$ cat src/core/qsc_pkg.sv
package qsc_pkg;

   // Register byte offsets
   localparam logic [7:0] CTRL_OFS      = 8'h00;
   localparam logic [7:0] SESS_OFS      = 8'h04;
   localparam logic [7:0] ATTR_HDR_OFS  = 8'h08;
   localparam logic [7:0] ATTR_GRP_OFS  = 8'h0C;
   localparam logic [7:0] ATTR_VAL_OFS  = 8'h10;
   localparam logic [7:0] STATUS_OFS    = 8'h14;
   localparam logic [7:0] RATE_SEL_OFS  = 8'h18;
   localparam logic [7:0] RATE_PAIR_OFS = 8'h1C;
   localparam logic [7:0] FREQ_OFS      = 8'h20;
   localparam logic [7:0] POWER_OFS     = 8'h24;
   localparam logic [7:0] MODE_OFS      = 8'h28;
   localparam logic [7:0] RATE_OFS      = 8'h2C;

   // Control and status bit positions
   localparam int CTRL_UDP_BIT    = 0;
   localparam int CTRL_STREAM_BIT = 1;
   localparam int CTRL_VAR_BIT    = 2;
   localparam int CTRL_APPLY_BIT  = 3;
   localparam int CTRL_EN_BIT     = 4;
   localparam int ST_ATTR_ERR_BIT = 0;
   localparam int ST_REFUSED_BIT  = 1;
   localparam int ST_LOCK_BIT     = 2;
   localparam int ST_APPLIED_BIT  = 3;
   localparam int ST_DISC_BIT     = 4;
   localparam int ST_DISCARD_BIT  = 5;

   // Attribute type codes and lengths
   localparam logic [15:0] TYPE_FREQ  = 16'h0065;
   localparam logic [15:0] TYPE_POWER = 16'h0066;
   localparam logic [15:0] TYPE_MOD   = 16'h0067;
   localparam logic [15:0] TYPE_ANNEX = 16'h0068;
   localparam logic [15:0] TYPE_RATE  = 16'h0069;
   localparam logic [15:0] TYPE_ILV   = 16'h006A;
   localparam logic [15:0] TYPE_MUTE  = 16'h006B;
   localparam logic [9:0]  LEN_FREQ   = 10'h00C;
   localparam logic [9:0]  LEN_SHORT  = 10'h008;
   localparam logic [9:0]  LEN_WORD   = 10'h00A;
   localparam logic [9:0]  LEN_PAIR   = 10'h004;
   localparam logic [3:0]  MOD_LAST   = 4'h1;
   localparam logic [3:0]  ANNEX_LAST = 4'h2;
   localparam logic [31:0] VAR_PAIR   = 32'hFFFFFFFF;

   // Packet layout
   localparam logic [15:0] UDP_LEN      = 16'h0008;
   localparam logic [15:0] HDR_LAST     = 16'h0007;
   localparam logic [15:0] SUB_LAST     = 16'h0003;
   localparam logic [3:0]  L2_VERSION   = 4'h3;
   localparam logic [13:0] MPEG_SEG_LEN = 14'h00BC;

   localparam int RATE_PAIRS = 8;
   localparam int MAX_SEG    = 16;

   typedef enum logic [2:0] {P_IDLE, P_HDR, P_SUB, P_TABLE, P_PAY, P_DROP} qsc_parse_e;

   typedef struct packed {
      logic [31:0] freq;
      logic [15:0] power;
      logic [3:0]  modulation;
      logic [3:0]  annex;
      logic [15:0] rate_m;
      logic [15:0] rate_n;
      logic [7:0]  ilv_i;
      logic [7:0]  ilv_j;
      logic        mute;
      logic [6:0]  mute_group;
      logic [6:0]  attr_group;
   } qsc_phy_s;

   typedef struct packed {
      logic        valid;
      logic [7:0]  data;
      logic        first;
      logic        last;
   } qsc_seg_s;

   typedef struct packed {
      logic        ack;
      logic [31:0] rdata;
      logic        udp;
      logic        sess_stream;
      logic        var_rate;
      logic        parse_en;
      logic [31:0] sess_id;
      logic [15:0] a_type;
      logic [9:0]  a_len;
      logic [6:0]  a_group;
      logic [31:0] a_value;
      qsc_phy_s    stage;
      qsc_phy_s    active;
      logic [5:0]  status;
      logic [2:0]  rate_idx;
      logic [3:0]  rate_cnt;
      logic [RATE_PAIRS-1:0][31:0] pairs;
      qsc_parse_e  st;
      logic [15:0] off;
      logic        pkt_stream;
      logic [6:0]  seg_cnt;
      logic [6:0]  seg_idx;
      logic [13:0] seg_rem;
      logic        new_seg;
      logic [MAX_SEG-1:0][13:0] lens;
      qsc_seg_s    seg;
      logic        disc;
   } qsc_state_s;

endpackage

$ cat src/core/qsc_top.sv
// Decided for this implementation: the Avalon-MM slave port and the placing of the registers.
`timescale 1ns/100ps
module qsc_top
(
   input  wire logic              ref_clk_i,
   input  wire logic              rstn_i,
   input  wire logic [7:0]        avs_address_i,
   input  wire logic              avs_read_i,
   input  wire logic              avs_write_i,
   input  wire logic [31:0]       avs_writedata_i,
   input  wire logic [3:0]        avs_byteenable_i,
   output logic [31:0]            avs_readdata_o,
   output logic                   avs_waitrequest_o,
   input  wire logic              pkt_valid_i,
   input  wire logic [7:0]        pkt_data_i,
   input  wire logic              pkt_sop_i,
   input  wire logic              pkt_eop_i,
   input  wire logic              pkt_stream_i,
   output logic                   pkt_ready_o,
   output qsc_pkg::qsc_seg_s      seg_o,
   output logic                   disconnect_o,
   output qsc_pkg::qsc_phy_s      phy_o
);

   ////////////////////////////////////////////////////////////////////////////
   // Reset release

   logic rst_meta;
   logic rst_q;

   always_ff @(posedge ref_clk_i or negedge rstn_i)
   begin
      if (!rstn_i)
      begin
         rst_meta <= 1'b0;
         rst_q    <= 1'b0;
      end
      else
      begin
         rst_meta <= 1'b1;
         rst_q    <= rst_meta;
      end
   end

   ////////////////////////////////////////////////////////////////////////////
   // State

   qsc_pkg::qsc_state_s s;
   qsc_pkg::qsc_state_s next_s;

   logic        req;
   logic        wr_now;
   logic [31:0] cur;
   logic [31:0] mask;
   logic [31:0] wd;
   logic        lock;
   logic        rate_ok;
   logic        vb;
   logic [15:0] hoff;
   logic [15:0] o;
   logic        in_hdr;
   logic [1:0]  k;
   logic [13:0] rem_now;

   assign req               = avs_read_i | avs_write_i;
   assign wr_now            = avs_write_i & s.ack;
   assign avs_waitrequest_o = req & ~s.ack;
   assign avs_readdata_o    = s.rdata;
   assign pkt_ready_o       = rst_q;
   assign seg_o             = s.seg;
   assign disconnect_o      = s.disc;
   assign phy_o             = s.active;
   assign lock              = (s.rate_cnt != 4'h0) & ~s.var_rate;
   assign vb                = pkt_valid_i & s.parse_en & rst_q;
   assign hoff              = s.udp ? qsc_pkg::UDP_LEN : 16'h0000;
   assign in_hdr            = (s.st == qsc_pkg::P_HDR) | ((s.st == qsc_pkg::P_IDLE) & pkt_sop_i);
   assign o                 = (s.st == qsc_pkg::P_IDLE) ? 16'h0000 : s.off;
   assign k                 = 2'(o - hoff);

   always_comb
   begin
      for (int i = 0; i < 4; i++)
         mask[8*i +: 8] = {8{avs_byteenable_i[i]}};
   end

   // Register readback, also the base for byte-lane merging
   always_comb
   begin
      cur = 32'h00000000;
      case (avs_address_i & 8'hFC)
         qsc_pkg::CTRL_OFS:
            cur = {27'h0, s.parse_en, 1'b0, s.var_rate, s.sess_stream, s.udp};
         qsc_pkg::SESS_OFS:     cur = s.sess_id;
         qsc_pkg::ATTR_HDR_OFS: cur = {6'h00, s.a_len, s.a_type};
         qsc_pkg::ATTR_GRP_OFS: cur = {25'h0, s.a_group};
         qsc_pkg::ATTR_VAL_OFS: cur = s.a_value;
         qsc_pkg::STATUS_OFS:   cur = {26'h0, s.status[5:3], lock, s.status[1:0]};
         qsc_pkg::RATE_SEL_OFS: cur = {21'h0, s.rate_idx, 4'h0, s.rate_cnt};
         qsc_pkg::RATE_PAIR_OFS:
            if ({1'b0, s.rate_idx} < s.rate_cnt)
               cur = s.pairs[s.rate_idx];
            else if (({1'b0, s.rate_idx} == s.rate_cnt) & s.var_rate)
               cur = qsc_pkg::VAR_PAIR;
            else
               cur = 32'h00000000;
         qsc_pkg::FREQ_OFS:     cur = s.active.freq;
         qsc_pkg::POWER_OFS:    cur = {8'h00, s.active.mute_group, s.active.mute, s.active.power};
         qsc_pkg::MODE_OFS:
            cur = {s.active.ilv_i, s.active.ilv_j, 8'h00, s.active.annex, s.active.modulation};
         qsc_pkg::RATE_OFS:     cur = {s.active.rate_m, s.active.rate_n};
         default:               cur = 32'h00000000;
      endcase
   end

   assign wd = (cur & ~mask) | (avs_writedata_i & mask);

   // Requested pair must be one of the advertised ones, or with variable rate set any pair whose low half is nonzero
   always_comb
   begin
      rate_ok = s.var_rate & (wd[15:0] != 16'h0000);
      for (int i = 0; i < qsc_pkg::RATE_PAIRS; i++)
         if ((4'(i) < s.rate_cnt) & (s.pairs[i] == wd))
            rate_ok = 1'b1;
   end

   ////////////////////////////////////////////////////////////////////////////
   // Next state

   always_comb
   begin
      next_s           = s;
      next_s.ack       = req & ~s.ack;
      next_s.disc      = 1'b0;
      next_s.seg.valid = 1'b0;
      next_s.seg.first = 1'b0;
      next_s.seg.last  = 1'b0;
      rem_now          = s.seg_rem;
      if (avs_read_i & ~s.ack)
         next_s.rdata = cur;

      if (wr_now)
      begin
         case (avs_address_i & 8'hFC)
            qsc_pkg::CTRL_OFS:
            begin
               next_s.udp         = wd[qsc_pkg::CTRL_UDP_BIT];
               next_s.sess_stream = wd[qsc_pkg::CTRL_STREAM_BIT];
               next_s.var_rate    = wd[qsc_pkg::CTRL_VAR_BIT];
               next_s.parse_en    = wd[qsc_pkg::CTRL_EN_BIT];
               if (wd[qsc_pkg::CTRL_APPLY_BIT])
               begin
                  if ((s.rate_cnt == 4'h0) & ~wd[qsc_pkg::CTRL_VAR_BIT])
                     next_s.status[qsc_pkg::ST_REFUSED_BIT] = 1'b1;
                  else
                  begin
                     next_s.active                          = s.stage;
                     next_s.status[qsc_pkg::ST_APPLIED_BIT] = 1'b1;
                  end
               end
            end
            qsc_pkg::SESS_OFS:     next_s.sess_id = wd;
            qsc_pkg::ATTR_HDR_OFS:
            begin
               next_s.a_type = wd[15:0];
               next_s.a_len  = wd[25:16];
            end
            qsc_pkg::ATTR_GRP_OFS: next_s.a_group = wd[6:0];
            qsc_pkg::ATTR_VAL_OFS:
            begin
               next_s.a_value                          = wd;
               next_s.status[qsc_pkg::ST_ATTR_ERR_BIT] = 1'b1;
               case (s.a_type)
                  qsc_pkg::TYPE_FREQ:
                     if (s.a_len == qsc_pkg::LEN_FREQ)
                     begin
                        next_s.stage.freq = wd;
                        next_s.status[qsc_pkg::ST_ATTR_ERR_BIT] = s.status[0];
                     end
                  qsc_pkg::TYPE_POWER:
                     if (s.a_len == qsc_pkg::LEN_WORD)
                     begin
                        next_s.stage.power = wd[15:0];
                        next_s.status[qsc_pkg::ST_ATTR_ERR_BIT] = s.status[0];
                     end
                  qsc_pkg::TYPE_MOD:
                     if ((s.a_len == qsc_pkg::LEN_SHORT) & (wd[3:0] <= qsc_pkg::MOD_LAST))
                     begin
                        next_s.stage.modulation = wd[3:0];
                        next_s.status[qsc_pkg::ST_ATTR_ERR_BIT] = s.status[0];
                     end
                  qsc_pkg::TYPE_ANNEX:
                     if ((s.a_len == qsc_pkg::LEN_SHORT) & (wd[3:0] <= qsc_pkg::ANNEX_LAST))
                     begin
                        next_s.stage.annex = wd[3:0];
                        next_s.status[qsc_pkg::ST_ATTR_ERR_BIT] = s.status[0];
                     end
                  qsc_pkg::TYPE_RATE:
                     if ((s.a_len == qsc_pkg::LEN_SHORT + qsc_pkg::LEN_PAIR) & rate_ok)
                     begin
                        next_s.stage.rate_m = wd[31:16];
                        next_s.stage.rate_n = wd[15:0];
                        next_s.status[qsc_pkg::ST_ATTR_ERR_BIT] = s.status[0];
                     end
                  qsc_pkg::TYPE_ILV:
                     if (s.a_len == qsc_pkg::LEN_WORD)
                     begin
                        next_s.stage.ilv_i = wd[15:8];
                        next_s.stage.ilv_j = wd[7:0];
                        next_s.status[qsc_pkg::ST_ATTR_ERR_BIT] = s.status[0];
                     end
                  qsc_pkg::TYPE_MUTE:
                     if (s.a_len == qsc_pkg::LEN_SHORT)
                     begin
                        next_s.stage.mute       = wd[0];
                        next_s.stage.mute_group = s.a_group;
                        next_s.status[qsc_pkg::ST_ATTR_ERR_BIT] = s.status[0];
                     end
                  default: next_s.status[qsc_pkg::ST_ATTR_ERR_BIT] = 1'b1;
               endcase
               if (next_s.status[0] == s.status[0] || s.status[0])
                  next_s.stage.attr_group = s.a_group;
            end
            qsc_pkg::STATUS_OFS:   next_s.status = s.status & ~wd[5:0];
            qsc_pkg::RATE_SEL_OFS:
            begin
               next_s.rate_cnt = (wd[3:0] > 4'(qsc_pkg::RATE_PAIRS)) ?
                                 4'(qsc_pkg::RATE_PAIRS) : wd[3:0];
               next_s.rate_idx = wd[10:8];
            end
            qsc_pkg::RATE_PAIR_OFS: next_s.pairs[s.rate_idx] = wd;
            default: ;
         endcase
      end

      // Packet parser
      if (vb)
      begin
         if (in_hdr)
         begin
            if (s.st == qsc_pkg::P_IDLE)
            begin
               next_s.st         = qsc_pkg::P_HDR;
               next_s.pkt_stream = pkt_stream_i;
            end
            next_s.off = o + 16'h0001;
            if ((o == hoff) & pkt_data_i[7])
               next_s.st = qsc_pkg::P_DROP;
            if ((o == hoff + 16'h0001) & (pkt_data_i[3:0] != qsc_pkg::L2_VERSION))
               next_s.st = qsc_pkg::P_DROP;
            if ((o >= hoff + 16'h0004) & (pkt_data_i != s.sess_id[31 - 8*k -: 8]))
               next_s.st = qsc_pkg::P_DROP;
            if ((o == hoff + qsc_pkg::HDR_LAST) & (next_s.st == qsc_pkg::P_HDR))
            begin
               next_s.st  = qsc_pkg::P_SUB;
               next_s.off = 16'h0000;
            end
         end
         else
         begin
            case (s.st)
               qsc_pkg::P_SUB:
               begin
                  next_s.off = s.off + 16'h0001;
                  if (s.off == 16'h0000)
                  begin
                     if (pkt_data_i[7] | (pkt_data_i[5:4] != 2'b00))
                     begin
                        next_s.st                              = qsc_pkg::P_DROP;
                        next_s.status[qsc_pkg::ST_DISCARD_BIT] = 1'b1;
                     end
                     else if (s.pkt_stream != s.sess_stream)
                     begin
                        next_s.st                           = qsc_pkg::P_DROP;
                        next_s.disc                         = 1'b1;
                        next_s.status[qsc_pkg::ST_DISC_BIT] = 1'b1;
                     end
                  end
                  if ((s.off == 16'h0001) & s.pkt_stream)
                  begin
                     next_s.seg_cnt = pkt_data_i[6:0];
                     if ((pkt_data_i[6:0] == 7'h00) | (pkt_data_i[6:0] > 7'(qsc_pkg::MAX_SEG)))
                     begin
                        next_s.st                              = qsc_pkg::P_DROP;
                        next_s.status[qsc_pkg::ST_DISCARD_BIT] = 1'b1;
                     end
                  end
                  if (s.off == qsc_pkg::SUB_LAST)
                  begin
                     next_s.st      = s.pkt_stream ? qsc_pkg::P_TABLE : qsc_pkg::P_PAY;
                     next_s.off     = 16'h0000;
                     next_s.seg_idx = 7'h00;
                     next_s.new_seg = 1'b1;
                  end
               end
               qsc_pkg::P_TABLE:
               begin
                  next_s.off = s.off + 16'h0001;
                  if (!s.off[0])
                     next_s.lens[s.seg_idx[3:0]][13:8] = pkt_data_i[5:0];
                  else
                  begin
                     next_s.lens[s.seg_idx[3:0]][7:0] = pkt_data_i;
                     next_s.seg_idx                   = s.seg_idx + 7'h01;
                     if (s.seg_idx + 7'h01 == s.seg_cnt)
                     begin
                        next_s.st      = qsc_pkg::P_PAY;
                        next_s.seg_idx = 7'h00;
                     end
                  end
               end
               qsc_pkg::P_PAY:
               begin
                  if (s.new_seg)
                     rem_now = s.pkt_stream ? s.lens[s.seg_idx[3:0]] : qsc_pkg::MPEG_SEG_LEN;
                  if (rem_now == 14'h0000)
                  begin
                     next_s.st                              = qsc_pkg::P_DROP;
                     next_s.status[qsc_pkg::ST_DISCARD_BIT] = 1'b1;
                  end
                  else
                  begin
                     next_s.seg.valid = 1'b1;
                     next_s.seg.data  = pkt_data_i;
                     next_s.seg.first = s.new_seg;
                     next_s.seg.last  = (rem_now == 14'h0001);
                     next_s.seg_rem   = rem_now - 14'h0001;
                     next_s.new_seg   = (rem_now == 14'h0001);
                     if (rem_now == 14'h0001)
                     begin
                        next_s.seg_idx = s.seg_idx + 7'h01;
                        if (s.pkt_stream & (s.seg_idx + 7'h01 == s.seg_cnt))
                           next_s.st = qsc_pkg::P_DROP;
                     end
                  end
               end
               default: ;
            endcase
         end
         if (pkt_eop_i)
            next_s.st = qsc_pkg::P_IDLE;
      end
   end

   always_ff @(posedge ref_clk_i or negedge rst_q)
   begin
      if (!rst_q)
         s <= '0;
      else
         s <= next_s;
   end
endmodule

$ cat config.mk
export PLATFORM = sky130hd
export DESIGN_NAME = qsc_top
export DESIGN_NICKNAME = d
export VERILOG_FILES = /design/src/core/qsc_pkg.sv /design/src/core/qsc_top.sv
export SDC_FILE = /design/constraint.sdc
export NUM_CORES = 2
export LEC_CHECK = 0
export BUFFER_PORTS_ARGS = -buffer_cell sky130_fd_sc_hd__buf_4
export CAP_MARGIN = 20
export CORE_MARGIN = 3
export CORE_UTILIZATION = 60
export DETAILED_ROUTE_END_ITERATION = 10
export PLACE_DENSITY = 0.75
export SLEW_MARGIN = 20
export SYNTH_ARGS = -nofsm -noshare
export SYNTH_HDL_FRONTEND = slang
export SYNTH_SLANG_ARGS = --single-unit
$ cat constraint.sdc
create_clock -name ref_clk_i -period 54.1 [get_ports ref_clk_i]
set_input_delay 8.115 -clock ref_clk_i [delete_from_list [all_inputs] [get_ports ref_clk_i]]
set_output_delay 8.115 -clock ref_clk_i [all_outputs]
set_load 0.01 [all_outputs]
==> flow_metrics.env <==
export IMPL_status="completed"
export IMPL_cts_htree_levels=3
export IMPL_finish_net_count=5137
export IMPL_crit_path_top_delay_cell="buf_4"
export IMPL_layout_filler_cells=6451
export IMPL_power_combinational_fraction_pct=12.3
export IMPL_clock_sinks=927
export IMPL_yosys_most_used_dff="dfrtp_1"
export IMPL_cp_endpoint="avs_waitrequest_o"
export IMPL_finalWeightedCongestion=1.12
export IMPL_rsz0062_at_grt="no"
export IMPL_grt_use_total_pct=48.5
export IMPL_irDropWorstVdd_uv=34.2
export IMPL_sequential_fraction_of_the_synthesis_area_pct=45.1
export IMPL_postSynthRegisterBits=927
export IMPL_postCtsResizedCells=0
export IMPL_hold_path_class="reg2reg"
export IMPL_detailedRoute_firstIterationViolations=6850
export IMPL_met3_layer_usage_reported_by_global_route_pct=18.5
export IMPL_vias=44915
export IMPL_slew_viol_final=0
export IMPL_globalRouteOverflowTotal=0
export IMPL_critical_path_max_fanout=3
export IMPL_netlist_cell_type_count=105
export IMPL_required_worst_endpoint_ns=45.99
export IMPL_firstDrtPassIters=8
export IMPL_dieHeight_um=299
export IMPL_detail_route_antenna_nets=0
export IMPL_tritoncts="built"
export IMPL_power_density_nw_per_um2=29.2
export IMPL_cp_startpoint="avs_write_i"
export IMPL_worst_r2r_setup_slack_ns=46.24
export IMPL_clkLatencyLatePin_ns=0.71
export IMPL_final_core_utilization_pct=67.1
export IMPL_minimum_clock_period_after_layout_ns=16.71
export IMPL_timing_worst_slew_pin_value_ns=1.36
export IMPL_syn_area_per_cell_sq_um=9.99
export IMPL_power_internal_uw=1180
export IMPL_post_route_drc_count=0
export IMPL_synth_largest_area_cell="dfrtp_1"
export IMPL_regToRegStartpoint="s[547]"
export IMPL_yosys_warnings=0
export IMPL_critPathCaptureType="primary output"
export IMPL_root_buffer="clkbuf_16"
export IMPL_final_setup_tns_ns=0
export IMPL_async_reset_ff_share_pct=100
export IMPL_power_share_switching_pct=28.4
export IMPL_path_cells="buf_4 -> nor2_1 -> nor2_1 -> buf_4"
export IMPL_total_power_uw=1650
export IMPL_reg2reg_depth=16
export IMPL_synth_top_cell_area_share_pct=45.1
export IMPL_criticalPathCategory="in2out"
export IMPL_seq_power_share_pct=43.8
export IMPL_finalHoldViolations=0
export IMPL_grt_start_max_net_pins=159
export IMPL_pin_count=225
export IMPL_grt_util_met1_pct=63.8
export IMPL_cellLeakagePower_uw=0.0255
export IMPL_post_cts_hold_buffer_count=0
export IMPL_min_delay_start="rst_meta"
export IMPL_finalWirelength_mm=219
export IMPL_timing_clock_skew_ns=0.0598
export IMPL_placedInstanceArea_sq_um=53000
export IMPL_dp_hpwl_mm=157
export IMPL_core_area_sq_um=84400
export IMPL_clk_path_buf_depth=3
export IMPL_setup_viol=0
export IMPL_maxCapViolCount=0
export IMPL_grt_antenna_before_repair=11
export IMPL_io_buffer_count=222
export IMPL_synth_nets=5230
export IMPL_tritoncts_num_buffers=98
export IMPL_worst_hold_slack_ns=0.347
export IMPL_terminus_of_the_critical_flop_to_flop_path="s[707]"
export IMPL_netlist_instances=5154
export IMPL_start_kind="primary input"
export IMPL_maxClockFrequency_ghz=0.0598
export IMPL_drive_above_1_share_pct=21.2
export IMPL_post_synth_top_count_cell="dfrtp_1"
export IMPL_via_count_of_the_first_global_routing_pass=42470
export IMPL_global_route_peak_usage_layer="met2"
export IMPL_power_frac_clock_pct=43.9
export IMPL_wire_length_of_the_first_global_routing_pass_mm=311
export IMPL_dieArea_sq_um=89300
export IMPL_synth_enable_flop_cells=0
export IMPL_post_synth_instance_area_sq_um=51500
export IMPL_cts_setup_buffers=0
export IMPL_final_area_sq_um=56600
export IMPL_floorplan_initialDensity_pct=61.0
export IMPL_die_x_um=299
export IMPL_row_count=106
export IMPL_average_wire_per_cell_in_the_routed_design_um=34.8
export IMPL_arrival_ns=8.60
export IMPL_grtUsageMet2_pct=67.2
export IMPL_commonest_cells_post_synth="dfrtp_1 (927), nand2_1 (660), o21ai_0 (549)"
export IMPL_detail_route_vias_per_cell=7.15
export IMPL_slew_limit_headroom_pct=9.21
export IMPL_synthTopCellsByArea="dfrtp_1 (45%), mux2_2 (8.6%), o21ai_0 (5.3%)"
export IMPL_post_route_period_util_pct=30.9
export IMPL_clk_pin_slew_worst_paths_ns=0.06
export IMPL_crit_path_max_incr_delay_ns=0.15
export IMPL_areaGrowthSynthToFinish_pct=9.91
export IMPL_switchingPower_uw=468
per-stage QoR:
stage	setup slack, ns	std cells
after detailed placement	37.44	6094
after floorplan	25.61	5154
after CTS	37.43	6274
final	37.39	6283
after global placement	37.46	6092
after global routing	37.41	6275
cell type report:
class | count | area [sq um] | area share [%]
Antenna cell | 8 | 20.0 | 0.0354
Clock buffer | 139 | 2820 | 4.98
Clock inverter | 41 | 657 | 1.16
Inverter | 103 | 387 | 0.683
Multi-Input combinational cell | 3584 | 25400 | 44.9
Sequential cell | 927 | 23200 | 41.0
Tap cell | 1134 | 1420 | 2.51
Timing Repair Buffer | 347 | 2660 | 4.70
state kept, by name (all words and copies together), names as in the netlist:
signal / cells
rst_meta: 1
pkt_ready_o: 1
disconnect_o: 1
s: 762
phy_o: 119
seg_o: 11
avs_readdata_o: 32
worst min-delay path by stage:
| stage | end | slack (ns) | cells after the start |
|---|---|---|---|
| after global placement | pkt_ready_o | 0.33 | 0 |
| after global routing | pkt_ready_o | 0.35 | 0 |
| after floorplan | pkt_ready_o | 0.33 | 0 |
| after detailed placement | pkt_ready_o | 0.34 | 0 |
| final | pkt_ready_o | 0.35 | 0 |
| after CTS | pkt_ready_o | 0.35 | 0 |
layer usage:
layer	vias to the layer above	wire length [um]	part of all wire, %
li1	18415	-	-
met1	22433	81200	37
met2	3317	89700	41
met3	740	31000	14
met4	10	16800	7.7
met5	-	66	0.030
worst max-delay path: cells and delay by family:
family	cells	cell delay (ns)
and+or+nand+nor	2	0.21
buffers and inverters	2	0.27
layout by cell type, fill, tap and decap left out, types with 15 or more instances in the layout:
| master | instances |
|---|---|
| o211ai_1 | 21 |
| nor3_1 | 89 |
| clkbuf_1 | 20 |
| o221ai_1 | 18 |
| clkinv_2 | 18 |
| o21ai_0 | 549 |
| nand3_1 | 136 |
| o2111ai_1 | 26 |
| clkbuf_16 | 98 |
| a211oi_1 | 35 |
| or2_2 | 20 |
| mux2_2 | 391 |
| a21oi_1 | 90 |
| buf_4 | 341 |
| xnor2_1 | 64 |
| nand2_1 | 649 |
| or3_1 | 17 |
| nand2b_1 | 56 |
| dfrtp_1 | 921 |
| a2111oi_0 | 24 |
| nor2_1 | 190 |
| inv_1 | 100 |
| and3_1 | 52 |
| and2_1 | 32 |
| nand4_1 | 87 |
| nor2b_1 | 67 |
| mux4_2 | 89 |
| a22oi_1 | 49 |
| mux2i_1 | 156 |
| a31oi_1 | 35 |
| ha_1 | 16 |
| a32oi_1 | 15 |
| clkbuf_8 | 21 |
| o22ai_1 | 41 |
| xor2_1 | 104 |
| a22o_1 | 37 |
| nor4_1 | 48 |
| a211o_1 | 17 |
power by group through the flow:
| stage | registers [uW] | clock network, uW | logic, uW |
|---|---|---|---|
| 2_1_floorplan | 735 | 0 | 103 |
| 3_3_place_gp | 734 | 0 | 189 |
| 3_5_place_dp | 734 | 0 | 191 |
| 4_1_cts | 722 | 727 | 192 |
| 5_1_grt | 723 | 754 | 208 |
| 6_report | 723 | 725 | 203 |
cells by family after synthesis:
| group | count (synthesis) | share of synthesized area, % |
|---|---|---|
| and+or+nand+nor | 1569 | 14.9 |
| muxes | 642 | 15.7 |
| AOI/OAI and AO/OA | 1188 | 15.0 |
| DFF | 927 | 45.1 |
| buffers and inverters | 643 | 6.12 |
| other | 1 | 0.00728 |
| adders and majority gates | 16 | 0.389 |
| xor gates and xnor gates | 168 | 2.86 |
Note: power is estimated with default switching activity, not from simulation.
